<file path="config.mk">
export PLATFORM = sky130hd
export DESIGN_NAME = uart_tx_top
export DESIGN_NICKNAME = d
export VERILOG_FILES = /design/src/pkg/uart_tx_pkg.sv /design/src/pkg/serial_core_if.sv /design/src/design/baud_gen.sv /design/src/design/tx_shifter.sv /design/src/design/uart_tx_top.sv
export VERILOG_INCLUDE_DIRS = /design/src /design/src/pkg
export SDC_FILE = /design/constraint.sdc
export NUM_CORES = 1
export LEC_CHECK = 0
export ABC_CLOCK_PERIOD_IN_PS = 2350
export BUFFER_PORTS_ARGS = -buffer_cell sky130_fd_sc_hd__buf_2
export CORE_MARGIN = 1
export CORE_UTILIZATION = 45
export DETAILED_ROUTE_END_ITERATION = 16
export HOLD_SLACK_MARGIN = 0.12
export PLACE_DENSITY = 0.67
export SYNTH_ARGS = -nofsm -noshare
export SYNTH_HDL_FRONTEND = slang
export SYNTH_SLANG_ARGS = --single-unit
</file>
<file path="constraint.sdc">
create_clock -name clk -period 2.35 [get_ports clk]
set_clock_uncertainty 0.05 [all_clocks]
set_input_delay 0.235 -clock clk [delete_from_list [all_inputs] [get_ports clk]]
set_output_delay 0.235 -clock clk [all_outputs]
set_load 0.03 [all_outputs]
</file>
<file path="src/pkg/uart_tx_map.svh">
`ifndef UART_TX_MAP_SVH
`define UART_TX_MAP_SVH
`define IDX_INT_FLAGS   8'h0c
`define IDX_RX_CTRL     8'h18
`define IDX_TX_HOLD     8'h19
`define IDX_PIN_DIR     8'h87
`define IDX_INT_EN      8'h8c
`define IDX_TX_CTRL     8'h98
`define IDX_BAUD_DIV    8'h99
`define TXC_NINE        6
`define TXC_ENABLE      5
`define TXC_SYNC        4
`define TXC_HIGH_SPEED  2
`define TXC_SHIFT_EMPTY 1
`define TXC_NINTH       0
`define TXC_WR_MASK     8'hf5
`define RXC_PORT_EN     7
`define RXC_SINGLE_RX   5
`define RXC_CONT_RX     4
`define RXC_WR_MASK     8'hf0
`define FLG_TX_EMPTY    4
`define EN_TX_EMPTY     4
`define DIR_TX_PIN      6
`define DIR_RX_PIN      7
`define RST_TX_CTRL     8'h02
`define RST_RX_CTRL     8'h00
`define RST_BYTE        8'h00
`define RST_PIN_DIR     8'hff
`define PRE_SYNC        7'h04
`define PRE_HIGH        7'h10
`define PRE_LOW         7'h40
`define LINE_IDLE       1'b1
`define LINE_START      1'b0
`define FRAME_LEN_8     4'ha
`define FRAME_LEN_9     4'hb
`endif

</file>
<file path="src/pkg/uart_tx_pkg.sv">
package uart_tx_pkg;
    typedef enum logic [1:0] {TX_IDLE, TX_ARMED, TX_SHIFT} tx_state_t;
    typedef logic [7:0] byte_t;
endpackage

</file>
<file path="src/pkg/serial_core_if.sv">
interface serial_core_if #(parameter int DIV_W = 8);
    logic             run;
    logic             clearTimer;
    logic             highSpeed;
    logic             syncMode;
    logic [DIV_W-1:0] divisor;
    logic             bitTick;
    logic             load;
    logic             abort;
    logic             nineBit;
    logic [8:0]       frameData;
    logic             busy;
    logic             txLine;
    modport brg     (input run, clearTimer, highSpeed, syncMode, divisor, output bitTick);
    modport shifter (input bitTick, load, abort, nineBit, frameData, output busy, txLine);
    modport ctrl    (output run, clearTimer, highSpeed, syncMode, divisor, load, abort,
                     nineBit, frameData, input bitTick, busy, txLine);
endinterface

</file>
<file path="src/design/baud_gen.sv">
`include "uart_tx_map.svh"
module baud_gen #(parameter int DIV_W = 8) (
    input  wire logic  clk,
    input  wire logic  resetn,
    serial_core_if.brg bus
);
    logic [DIV_W-1:0] timer_r;
    logic [6:0]       pre_r;
    logic             bitTick_r;

    // One divisor, one ratio choice: receiver would share this same tick source
    function automatic logic [6:0] ratio(input logic syncMode, input logic highSpeed);
        if (syncMode)
            ratio = `PRE_SYNC;
        else if (highSpeed)
            ratio = `PRE_HIGH;
        else
            ratio = `PRE_LOW;
    endfunction

    always_ff @(posedge clk) begin
        if (!resetn || !bus.run || bus.clearTimer) begin
            timer_r   <= '0;
            pre_r     <= '0;
            bitTick_r <= 1'b0;
        end else if (timer_r == bus.divisor) begin
            timer_r <= '0;
            if (pre_r == ratio(bus.syncMode, bus.highSpeed) - 7'h01) begin
                pre_r     <= '0;
                bitTick_r <= 1'b1;
            end else begin
                pre_r     <= pre_r + 7'h01;
                bitTick_r <= 1'b0;
            end
        end else begin
            timer_r   <= timer_r + 1'b1;
            bitTick_r <= 1'b0;
        end
    end

    assign bus.bitTick = bitTick_r;
endmodule

</file>
<file path="src/design/tx_shifter.sv">
`include "uart_tx_map.svh"
module tx_shifter (
    input  wire logic      clk,
    input  wire logic      resetn,
    serial_core_if.shifter bus
);
    uart_tx_pkg::tx_state_t state_r;
    logic [10:0]            shreg_r;
    logic [3:0]             left_r;
    logic [3:0]             len_r;
    logic                   line_r;

    always_ff @(posedge clk) begin
        if (!resetn || bus.abort) begin
            state_r <= uart_tx_pkg::TX_IDLE;
            shreg_r <= '1;
            left_r  <= '0;
            len_r   <= `FRAME_LEN_8;
            line_r  <= `LINE_IDLE;
        end else begin
            case (state_r)
                uart_tx_pkg::TX_IDLE: begin
                    line_r <= `LINE_IDLE;
                    if (bus.load) begin
                        // Unused ninth slot carries stop level, so both lengths share one path
                        shreg_r <= {`LINE_IDLE, bus.nineBit ? bus.frameData[8] : `LINE_IDLE,
                                    bus.frameData[7:0], `LINE_START};
                        len_r   <= bus.nineBit ? `FRAME_LEN_9 : `FRAME_LEN_8;
                        state_r <= uart_tx_pkg::TX_ARMED;
                    end
                end
                uart_tx_pkg::TX_ARMED: begin
                    if (bus.bitTick) begin
                        line_r  <= shreg_r[0];
                        shreg_r <= {`LINE_IDLE, shreg_r[10:1]};
                        left_r  <= len_r - 4'h1;
                        state_r <= uart_tx_pkg::TX_SHIFT;
                    end
                end
                uart_tx_pkg::TX_SHIFT: begin
                    if (bus.bitTick) begin
                        if (left_r == 4'h0) begin
                            state_r <= uart_tx_pkg::TX_IDLE;
                            line_r  <= `LINE_IDLE;
                        end else begin
                            line_r  <= shreg_r[0];
                            shreg_r <= {`LINE_IDLE, shreg_r[10:1]};
                            left_r  <= left_r - 4'h1;
                        end
                    end
                end
                default: state_r <= uart_tx_pkg::TX_IDLE;
            endcase
        end
    end

    assign bus.busy   = (state_r != uart_tx_pkg::TX_IDLE);
    assign bus.txLine = line_r;
endmodule

</file>
<file path="src/design/uart_tx_top.sv">
// Decided for this implementation: register access over APB.
`include "uart_tx_map.svh"
module uart_tx_top #(
    parameter int AW    = 12,
    parameter int DIV_W = 8
) (
    input  wire logic        clk,
    input  wire logic        resetn,
    input  wire logic [AW-1:0] paddr,
    input  wire logic        psel,
    input  wire logic        penable,
    input  wire logic        pwrite,
    input  wire logic [31:0] pwdata,
    input  wire logic [3:0]  pstrb,
    output logic      [31:0] prdata,
    output logic             pready,
    output logic             pslverr,
    input  wire logic        sleepReq,
    output logic             txOut,
    output logic             txOe,
    output logic             txIntReq
);
    generate
        if (AW < 10 || DIV_W < 1 || DIV_W > 8)
            $error("uart_tx_top: AW must be at least 10 and DIV_W within 1..8");
    endgenerate

    serial_core_if #(.DIV_W(DIV_W)) core ();

    baud_gen #(.DIV_W(DIV_W)) u_brg (
        .clk    (clk),
        .resetn (resetn),
        .bus    (core.brg)
    );

    tx_shifter u_shift (
        .clk    (clk),
        .resetn (resetn),
        .bus    (core.shifter)
    );

    uart_tx_pkg::byte_t txCtrl_r;
    uart_tx_pkg::byte_t rxCtrl_r;
    uart_tx_pkg::byte_t intEn_r;
    uart_tx_pkg::byte_t pinDir_r;
    uart_tx_pkg::byte_t holdData_r;
    logic [DIV_W-1:0]   baudDiv_r;
    logic               holdFull_r;
    logic               tx_buffer_empty_flag_r;
    logic [31:0]        prdata_r;
    logic               pready_r;
    logic               pslverr_r;
    logic               txOut_r;
    logic               txOe_r;
    logic               txIntReq_r;

    // Word-aligned register hit; indices are byte address divided by four
    function automatic logic hit(input logic [AW-1:0] addr, input logic [7:0] idx);
        hit = (addr[1:0] == 2'b00) && (addr[AW-1:2] == {{(AW-10){1'b0}}, idx});
    endfunction

    function automatic logic mapped(input logic [AW-1:0] addr);
        mapped = hit(addr, `IDX_INT_FLAGS) || hit(addr, `IDX_RX_CTRL)
              || hit(addr, `IDX_TX_HOLD) || hit(addr, `IDX_PIN_DIR)
              || hit(addr, `IDX_INT_EN) || hit(addr, `IDX_TX_CTRL)
              || hit(addr, `IDX_BAUD_DIV);
    endfunction

    logic setupPhase;
    logic wrFire;
    logic wrTxCtrl;
    logic wrHold;
    logic wrBaud;
    logic txEnable;
    logic portEnable;
    logic xmitActive;
    logic transfer;
    logic enableRise;

    assign setupPhase = psel && !penable;
    // Writes land only at the completing edge and only through byte lane 0
    assign wrFire     = psel && penable && pready_r && pwrite && !pslverr_r && pstrb[0];
    assign wrTxCtrl   = wrFire && hit(paddr, `IDX_TX_CTRL);
    assign wrHold     = wrFire && hit(paddr, `IDX_TX_HOLD);
    assign wrBaud     = wrFire && hit(paddr, `IDX_BAUD_DIV);

    assign txEnable   = txCtrl_r[`TXC_ENABLE];
    assign portEnable = rxCtrl_r[`RXC_PORT_EN];
    assign xmitActive = txEnable && portEnable && !txCtrl_r[`TXC_SYNC];
    assign enableRise = wrTxCtrl && pwdata[`TXC_ENABLE] && !txEnable;
    // Sleep freezes the hand-over as well as the baud ticks
    assign transfer   = xmitActive && holdFull_r && !core.busy && !sleepReq;

    // Baud generator runs whenever either direction wants it and sleepReq is low, as the receiver would
    assign core.run        = (txEnable || rxCtrl_r[`RXC_CONT_RX] || rxCtrl_r[`RXC_SINGLE_RX])
                             && !sleepReq;
    assign core.clearTimer = wrBaud;
    assign core.highSpeed  = txCtrl_r[`TXC_HIGH_SPEED];
    assign core.syncMode   = txCtrl_r[`TXC_SYNC];
    assign core.divisor    = baudDiv_r;
    assign core.load       = transfer;
    assign core.abort      = !xmitActive;
    assign core.nineBit    = txCtrl_r[`TXC_NINE];
    assign core.frameData  = {txCtrl_r[`TXC_NINTH], holdData_r};

    // APB answers with one wait-free access cycle
    always_ff @(posedge clk) begin
        if (!resetn) begin
            pready_r  <= 1'b0;
            pslverr_r <= 1'b0;
        end else begin
            pready_r  <= setupPhase;
            pslverr_r <= setupPhase && !mapped(paddr);
        end
    end

    always_ff @(posedge clk) begin
        if (!resetn) begin
            prdata_r <= '0;
        end else if (setupPhase && !pwrite) begin
            prdata_r <= '0;
            if (hit(paddr, `IDX_INT_FLAGS))
                prdata_r[`FLG_TX_EMPTY] <= tx_buffer_empty_flag_r;
            else if (hit(paddr, `IDX_RX_CTRL))
                prdata_r[7:0] <= rxCtrl_r;
            else if (hit(paddr, `IDX_TX_HOLD))
                prdata_r[7:0] <= holdData_r;
            else if (hit(paddr, `IDX_PIN_DIR))
                prdata_r[7:0] <= pinDir_r;
            else if (hit(paddr, `IDX_INT_EN))
                prdata_r[7:0] <= intEn_r;
            else if (hit(paddr, `IDX_TX_CTRL)) begin
                prdata_r[7:0]              <= txCtrl_r;
                prdata_r[`TXC_SHIFT_EMPTY] <= !core.busy;
            end else if (hit(paddr, `IDX_BAUD_DIV))
                prdata_r[DIV_W-1:0] <= baudDiv_r;
        end
    end

    always_ff @(posedge clk) begin
        if (!resetn) begin
            txCtrl_r  <= `RST_TX_CTRL & `TXC_WR_MASK;
            rxCtrl_r  <= `RST_RX_CTRL;
            intEn_r   <= `RST_BYTE;
            pinDir_r  <= `RST_PIN_DIR;
            baudDiv_r <= '0;
        end else if (wrFire) begin
            if (hit(paddr, `IDX_TX_CTRL))
                txCtrl_r <= pwdata[7:0] & `TXC_WR_MASK;
            if (hit(paddr, `IDX_RX_CTRL))
                rxCtrl_r <= pwdata[7:0] & `RXC_WR_MASK;
            if (hit(paddr, `IDX_INT_EN))
                intEn_r <= pwdata[7:0];
            if (hit(paddr, `IDX_PIN_DIR))
                pinDir_r <= pwdata[7:0];
            if (hit(paddr, `IDX_BAUD_DIV))
                baudDiv_r <= pwdata[DIV_W-1:0];
        end
    end

    // Holding register survives an abort so write-then-enable still starts
    always_ff @(posedge clk) begin
        if (!resetn) begin
            holdData_r <= `RST_BYTE;
            holdFull_r <= 1'b0;
        end else begin
            if (wrHold)
                holdData_r <= pwdata[7:0];
            if (wrHold)
                holdFull_r <= 1'b1;
            else if (transfer)
                holdFull_r <= 1'b0;
        end
    end

    // Set beats clear; flags register writes cannot touch it
    always_ff @(posedge clk) begin
        if (!resetn)
            tx_buffer_empty_flag_r <= 1'b0;
        else if (transfer || enableRise)
            tx_buffer_empty_flag_r <= 1'b1;
        else if (wrHold)
            tx_buffer_empty_flag_r <= 1'b0;
    end

    always_ff @(posedge clk) begin
        if (!resetn)
            txIntReq_r <= 1'b0;
        else
            txIntReq_r <= tx_buffer_empty_flag_r && intEn_r[`EN_TX_EMPTY];
    end

    always_ff @(posedge clk) begin
        if (!resetn) begin
            txOut_r <= `LINE_IDLE;
            txOe_r  <= 1'b0;
        end else begin
            txOe_r  <= xmitActive && pinDir_r[`DIR_TX_PIN] && pinDir_r[`DIR_RX_PIN];
            txOut_r <= xmitActive ? core.txLine : `LINE_IDLE;
        end
    end

    assign prdata   = prdata_r;
    assign pready   = pready_r;
    assign pslverr  = pslverr_r;
    assign txOut    = txOut_r;
    assign txOe     = txOe_r;
    assign txIntReq = txIntReq_r;
endmodule

</file>
## After elaboration in Yosys (flattened, before gate mapping)

Index checks and enable logic that the tools add are counted.

- Add/sub/neg operators: 5
- Eq/ne operators: 16
- Multiplexer cells: 39
- Bitwise operators: 1
- Reduce and logical (&&, ||, !) cells: 73

Operators by type and width:

| operator | number |
|---|---|
| two-way mux 8 bit | 6 |
| two-way mux 11 bit | 4 |
| equality test 10 x 8 -> 1 bit (second input constant) | 4 |
| two-way mux 7 bit | 5 |
| one-hot mux 11 bit (3 select lines) | 1 |
| logical AND 1 bit | 29 |
| equality test 10 x 5 -> 1 bit (second input constant) | 2 |
| two-way mux 4 bit | 4 |
| AND reduction 2 bit | 7 |
| logical OR 1 bit | 12 |
| zero test 1 bit | 11 |
| two-way mux 1 bit | 11 |
| equality test 10 x 4 -> 1 bit (second input constant) | 1 |
| adder 8 x 1 -> 8 bit (second input constant) | 1 |
| equality test 8 bit | 1 |
| two-way mux 2 bit | 4 |
| != test 2 bit (second input constant) | 4 |
| one-hot mux 4 bit (2 select lines) | 1 |
| AND reduction 4 bit | 2 |
| nonzero test 2 bit | 4 |
| subtractor 4 x 1 -> 4 bit (second input constant) | 2 |
| adder 7 x 1 -> 7 bit (second input constant) | 1 |
| equality test 7 bit | 1 |
| subtractor 7 x 1 -> 7 bit (second input constant) | 1 |
| other kinds (13) | 15 |

- Flip-flop bits (word level): 95
- Output and inout bits: 37

## Depth between registers and ports, before layout

- Word-level depth: 11
- Gate-level depth with buffers: 8
- Depth with buffers taken out: 7

## Cells and area by module

Synthesis repeated with hierarchy kept, for this count alone.

- Cells, all modules: 566
- Area, all modules: 4822.1 um^2

Modules (own cells, without submodules):

| module | times used | cells each | area each (um^2) |
|---|---|---|---|
| uart_tx_top | 1 | 349 | 2909.0 |
| tx_shifter | 1 | 120 | 1083.5 |
| baud_gen | 1 | 97 | 829.5 |

## Worst setup path before layout

Ideal clock, no wire load.

- Path kind: register -> register
- Start point: register u_shift.state_r[0]
- End point: register u_shift.shreg_r[9]
- Library setup time: 0.127 ns
- Arrival: 1.969 ns
- Data required time: 2.173 ns
- Slack: 0.204 ns
- Cell stages (with the launch flop): 8
- Path buffers: 0
- Period minus slack after synthesis: 2.146 ns
- Path through: dfxtp_1 > inv_1 > ha_1 > nand3b_1 > nor3_1 > o211ai_1 > mux2_2 > or3_1

- Cells in the longest elaborated chain, start to end: 6

Ends and longest elaborated chain:

| item | line | RTL |
|---|---|---|
| start: declaration | tx_shifter.sv:7 | `uart_tx_pkg::tx_state_t state_r;` |
| start signal: assignment | tx_shifter.sv:15 | `state_r <= uart_tx_pkg::TX_IDLE;` |
| start signal: assignment | tx_shifter.sv:29 | `state_r <= uart_tx_pkg::TX_ARMED;` |
| start signal: assignment | tx_shifter.sv:37 | `state_r <= uart_tx_pkg::TX_SHIFT;` |
| nonzero test 2 bit | tx_shifter.sv:57 | `assign bus.busy = (state_r != uart_tx_pkg::TX_IDLE);` |
| zero test 1 bit | uart_tx_top.sv:92 | `assign transfer = xmitActive && holdFull_r && !core.busy && !sleepReq;` |
| logical AND 1 bit (2 in a row) | uart_tx_top.sv:92 |  |
| != test 2 bit (no source line) | -- |  |
| AND reduction 5 bit (no source line) | -- |  |
| end signal: assignment | tx_shifter.sv:26 | `` shreg_r <= {`LINE_IDLE, bus.nineBit ? bus.frameData[8] : `LINE_IDLE, `` |
| end signal: assignment | tx_shifter.sv:35 | `` shreg_r <= {`LINE_IDLE, shreg_r[10:1]}; `` |
| end signal: assignment | tx_shifter.sv:47 | `` shreg_r <= {`LINE_IDLE, shreg_r[10:1]}; `` |
| end: declaration | tx_shifter.sv:8 | `logic [10:0] shreg_r;` |

Parallel ways exist; a longest one is shown, timed or not.
A chain may end at the register's enable or synchronous reset.

## Final worst setup path

- Start point: register pslverr_r (netlist: pslverr)
- End point: register u_brg.pre_r[4]

- Cells in the longest elaborated chain, start to end: 5

Ends and longest elaborated chain:

| item | line | RTL |
|---|---|---|
| start: declaration | uart_tx_top.sv:52 | `logic pslverr_r;` |
| start signal: assignment | uart_tx_top.sv:113 | `pslverr_r <= setupPhase && !mapped(paddr);` |
| zero test 1 bit | uart_tx_top.sv:82 | `assign wrFire = psel && penable && pready_r && pwrite && !pslverr_r && pstrb[0];` |
| logical AND 1 bit (2 in a row) | uart_tx_top.sv:82 |  |
| logical AND 1 bit | uart_tx_top.sv:85 | `` assign wrBaud = wrFire && hit(paddr, `IDX_BAUD_DIV); `` |
| logical OR 1 bit | baud_gen.sv:22 | `if (!resetn \|\| !bus.run \|\| bus.clearTimer) begin` |
| end signal: assignment | baud_gen.sv:32 | `pre_r <= pre_r + 7'h01;` |
| end: declaration | baud_gen.sv:8 | `logic [6:0] pre_r;` |

Every way passes these cells.

==> report_table.html <==
<table>
<tr><th>Metric</th><th>Value</th></tr>
<tr><th colspan="2">Pwr</th></tr>
<tr><td>Pwr per Cell Area</td><td>529.3 mW/mm2</td></tr>
<tr><td>Maximum resistive drop on vdd</td><td>309.9 uV</td></tr>
<tr><td>Static leakage</td><td>between 2 and 2.5 nW</td></tr>
<tr><td>Overall Power</td><td>2.686 mW</td></tr>
<tr><th colspan="2">GRT</th></tr>
<tr><td>Antenna violations before repair</td><td>0</td></tr>
<tr><td>Via count of the first global-routing pass</td><td>3598</td></tr>
<tr><td>First-pass GRT wire length</td><td>17650 um</td></tr>
<tr><td>Aggregate global-route resource usage</td><td>0.2226</td></tr>
<tr><td>Maximum number of pins on one net before global-route repair</td><td>44</td></tr>
<tr><td>Residual overflow from global routing</td><td>0</td></tr>
<tr><th colspan="2">Setup path</th></tr>
<tr><td>Number of cell instances on the worst register-to-register path</td><td>5</td></tr>
<tr><td>Slowest CP cell</td><td>sky130_fd_sc_hd__a2111oi_1</td></tr>
<tr><td>Reg-to-reg setup timing slack</td><td>~210 ps</td></tr>
<tr><td>Critical Path Sink Type</td><td>flip-flop</td></tr>
<tr><td>Capture point of the worst reg-to-reg path</td><td>u_brg.pre_r[4]</td></tr>
<tr><td>Data arrival at the endpoint of the critical path</td><td>2400 ps</td></tr>
<tr><td>Critical path data required time</td><td>2610 ps</td></tr>
<tr><td>Worst setup path start</td><td>pslverr</td></tr>
<tr><td>Crit-path leading delay family</td><td>compound AO/OA/AOI/OAI gates</td></tr>
<tr><td>Worst r2r src</td><td>pslverr</td></tr>
<tr><td>Delay of the slowest cell on the worst path</td><td>990 ps</td></tr>
<tr><td>Cells along the critical path</td><td>nand2b_1, nor3_1, a2111oi_1, a21bo_2, nor2_1</td></tr>
<tr><td>Critical Path Sink</td><td>u_brg.pre_r[4]</td></tr>
<tr><td>Logic depth of the worst path, buffers included</td><td>5</td></tr>
<tr><td>Largest fanout of any net on the critical path</td><td>6</td></tr>
<tr><td>Buf/Inv on CP</td><td>0</td></tr>
<tr><td>Type of element launching the critical path</td><td>flip-flop</td></tr>
<tr><td>Type of the worst setup path</td><td>flip-flop to flip-flop</td></tr>
<tr><th colspan="2">Timing</th></tr>
<tr><td>Tcrit/Tclk final</td><td>0.9093</td></tr>
<tr><td>Crit path time final</td><td>2137 ps</td></tr>
<tr><td>Transition time of the tightest slew-check pin</td><td>1102 ps</td></tr>
<tr><td>Crit path setup slack, layout</td><td>approximately 210 ps</td></tr>
<tr><td>Fmax</td><td>468.0 MHz</td></tr>
<tr><td>Number of hold violations in the final report</td><td>0</td></tr>
<tr><td>Sum of negative setup slack</td><td>0 ps</td></tr>
<tr><td>Unrepaired setup endpoints after global routing</td><td>no</td></tr>
<tr><td>Headroom to the max-slew limit</td><td>0.2635</td></tr>
<tr><td>Final count of negative-setup-slack endpoints</td><td>0</td></tr>
<tr><td>Min Hold Slack</td><td>130.5 ps</td></tr>
<tr><td>Fin. max-slew vios</td><td>0</td></tr>
<tr><th colspan="2">Die</th></tr>
<tr><td>Core footprint</td><td>around 0.0097 mm2</td></tr>
<tr><td>Top-Level Pins</td><td>91</td></tr>
<tr><td>Std cell rows</td><td>36</td></tr>
<tr><td>Die Outline Area</td><td>roughly 0.010 mm2</td></tr>
<tr><td>Starting density of the core</td><td>0.4640</td></tr>
<tr><td>Die width</td><td>102.2 um</td></tr>
<tr><td>Vert. Die Dim</td><td>102.2 um</td></tr>
<tr><th colspan="2">Final layout</th></tr>
<tr><td>Commonest cells after routing, fill and taps aside</td><td>sky130_fd_sc_hd__dfxtp_1 (91), sky130_fd_sc_hd__nand2_1 (60), sky130_fd_sc_hd__nor2_1 (46)</td></tr>
<tr><td>Utilization after layout</td><td>0.5215</td></tr>
<tr><td>Final design area excluding fillers</td><td>0.005074 mm2</td></tr>
<tr><td>Leading cell type in the layout, fill and taps excluded</td><td>sky130_fd_sc_hd__dfxtp_1</td></tr>
<tr><td>Fraction of layout cells with a size suffix above 1</td><td>0.1635</td></tr>
<tr><td>Area growth from synthesis to final layout</td><td>12.39%</td></tr>
<tr><td>Antenna fix cells</td><td>0</td></tr>
<tr><td>Final net count</td><td>640</td></tr>
<tr><td>Count of placed standard cells in the final layout, fillers left out</td><td>a little over 700</td></tr>
<tr><th colspan="2">CTS</th></tr>
<tr><td>Clock sink count</td><td>91</td></tr>
<tr><td>Worst-skew pair later-pin latency</td><td>370 ps</td></tr>
<tr><td>Maximum level of the CTS H-tree</td><td>3</td></tr>
<tr><td>TritonCTS buffer count</td><td>9</td></tr>
<tr><td>Clock root buffer master</td><td>sky130_fd_sc_hd__clkbuf_8</td></tr>
<tr><td>TritonCTS clock tree</td><td>built</td></tr>
<tr><td>Post-CTS setup-driven buffer insertion count</td><td>0</td></tr>
<tr><td>Max Buffers Root-to-Sink</td><td>2</td></tr>
<tr><td>Clock-pin slew on the worst setup and hold paths</td><td>90 ps</td></tr>
<tr><th colspan="2">Synthesis</th></tr>
<tr><td>Count of distinct cell types in the synthesized netlist</td><td>64</td></tr>
<tr><td>Portion of the post-synthesis area used by sequential elements</td><td>0.4035</td></tr>
<tr><td>EDFF count, synth</td><td>0</td></tr>
<tr><td>Synthesized area</td><td>~0.0045 mm2</td></tr>
<tr><td>Mean area per synthesized cell</td><td>8.615 um2</td></tr>
<tr><td>Async SR Flop Fraction</td><td>0</td></tr>
<tr><td>Post-synthesis register bit count</td><td>91</td></tr>
<tr><td>Count of synthesis-stage warnings from yosys</td><td>0</td></tr>
<tr><td>Synthesized netlist cell count</td><td>524</td></tr>
<tr><td>Primary flip-flop cell chosen by synthesis mapping</td><td>sky130_fd_sc_hd__dfxtp_1</td></tr>
<tr><th colspan="2">Placed design</th></tr>
<tr><td>Placement Cell Area</td><td>0.004862 mm2</td></tr>
<tr><td>Half-perimeter wire length of the detailed placement result</td><td>8068 um</td></tr>
<tr><td>Cells after DPL</td><td>695</td></tr>
<tr><td>Worst-case setup slack after placement</td><td>-161.6 ps</td></tr>
<tr><td>Routability congestion estimate from global placement</td><td>slightly below 0.9</td></tr>
<tr><td>Port Buffer Count</td><td>39</td></tr>
<tr><th colspan="2">Detailed routing</th></tr>
<tr><td>DRC viols</td><td>0</td></tr>
<tr><td>Number of nets with antenna violations after routing</td><td>0</td></tr>
<tr><td>Vias per inst</td><td>5.443</td></tr>
<tr><td>Total Wirelength</td><td>10970 um</td></tr>
<tr><td>DR iter-0 viols</td><td>between 200 and 250</td></tr>
<tr><td>Detailed-router iteration count before antenna repair</td><td>5</td></tr>
<tr><td>Number of vias after detailed routing</td><td>3886</td></tr>
<tr><td>Routed wirelength normalized by instance count</td><td>15.36 um</td></tr>
<tr><th colspan="2">Hold path</th></tr>
<tr><td>Min-Delay Path Class</td><td>input pin to flip-flop</td></tr>
<tr><th colspan="2">Flow run</th></tr>
<tr><td>Reported max-cap violation count</td><td>0</td></tr>
<tr><th colspan="2">Outcome</th></tr>
<tr><td>Result of the run</td><td>complete, no violations</td></tr>
</table>
-- worst min path at each step --
stage                                  start     endpoint  slack (ps)  cells past startpoint
after floorplan                      penable       pready         270                      1
after global placement    u_shift.bus.txLine        txOut         370                      1
after detailed placement  u_shift.bus.txLine        txOut         370                      1
after CTS                          pwdata[6]  rxCtrl_r[6]         120                      3
after global routing               pwdata[6]  rxCtrl_r[6]         130                      3
final                              pwdata[6]   intEn_r[6]         130                      3
-- registers in the layout, summed over array words and instances, names as in the netlist, 2 cells and up --
| register | flops |
|---|---|
| baudDiv_r | 8 |
| holdData_r | 8 |
| intEn_r | 8 |
| pinDir_r | 8 |
| prdata | 8 |
| rxCtrl_r | 4 |
| txCtrl_r | 6 |
| u_brg.pre_r | 7 |
| u_brg.timer_r | 8 |
| u_shift.left_r | 4 |
| u_shift.shreg_r | 10 |
| u_shift.state_r | 2 |
-- synth_stat cells, types with 3 or more instances --
master,count,area share
sky130_fd_sc_hd__o21ai_0,14,0.016
sky130_fd_sc_hd__nand3b_1,3,0.0050
sky130_fd_sc_hd__and3_1,5,0.0069
sky130_fd_sc_hd__a211o_1,3,0.0058
sky130_fd_sc_hd__buf_2,5,0.0055
sky130_fd_sc_hd__dfxtp_1,91,0.40
sky130_fd_sc_hd__xnor2_1,18,0.035
sky130_fd_sc_hd__ha_1,9,0.025
sky130_fd_sc_hd__nor3b_1,5,0.0083
sky130_fd_sc_hd__nand3_1,43,0.048
sky130_fd_sc_hd__nor4_1,4,0.0055
sky130_fd_sc_hd__buf_4,24,0.040
sky130_fd_sc_hd__nand2_1,60,0.050
sky130_fd_sc_hd__mux2_2,4,0.010
sky130_fd_sc_hd__nor3_1,14,0.016
sky130_fd_sc_hd__mux2i_1,26,0.058
sky130_fd_sc_hd__nand4_1,5,0.0069
sky130_fd_sc_hd__nand2b_1,6,0.0083
sky130_fd_sc_hd__nor2_1,46,0.038
sky130_fd_sc_hd__a21oi_1,36,0.040
sky130_fd_sc_hd__clkbuf_1,17,0.014
sky130_fd_sc_hd__a221oi_1,6,0.012
sky130_fd_sc_hd__o211ai_1,11,0.018
sky130_fd_sc_hd__or3_1,7,0.0097
sky130_fd_sc_hd__inv_1,10,0.0083
-- cell type report --
cell class	instances	area [um2]
clock buffers	11	141.4
clock inverters	4	27.53
fillers	969	4656
inverters	11	41.29
multi-input cells	396	2452
flip-flops and latches	91	1822
well taps	133	166.4
repair buffers	68	422.9
-- worst min-delay path: stages --
cell and delay [ps]:
sky130_fd_sc_hd__buf_2 150, sky130_fd_sc_hd__nand3_1 80, sky130_fd_sc_hd__a21oi_1 50
-- repair_timing --
item	CTS	global route
gates resized for setup	0	1
endpoints found under the setup margin	0	6
hold buffers	4	0
endpoints found under the hold margin	5	0
-- where the power goes --
group / switching [mW] / internal (mW)
clock: 0.564 / 0.406
combinational: 0.130 / 0.0439
sequential: 0.000683 / 1.54
total: 0.694 / 1.99
-- routing by layer --
metal  vias to the layer above  GRT usage  wire length [um]
li1                       1921          -                 -
met4                         0    0.08901               189
met2                       102     0.3655              5156
met1                      1850     0.2890              5166
met5                         -          0                 0
met3                        13    0.04104               451
-- cell families after synthesis --
logic type                 count (synthesis)  share of synthesized area
and+or+nand+nor                          218                     0.2514
xor gates and xnor gates                  20                    0.03880
adders and majority gates                  9                    0.02495
AOI/OAI and AO/OA                         95                     0.1400
other                                      1                  0.0008307
muxes                                     30                    0.06763
DFF                                       91                     0.4035
buffers and inverters                     60                    0.07289
No activity file was read; power rests on OpenSTA's default activity.
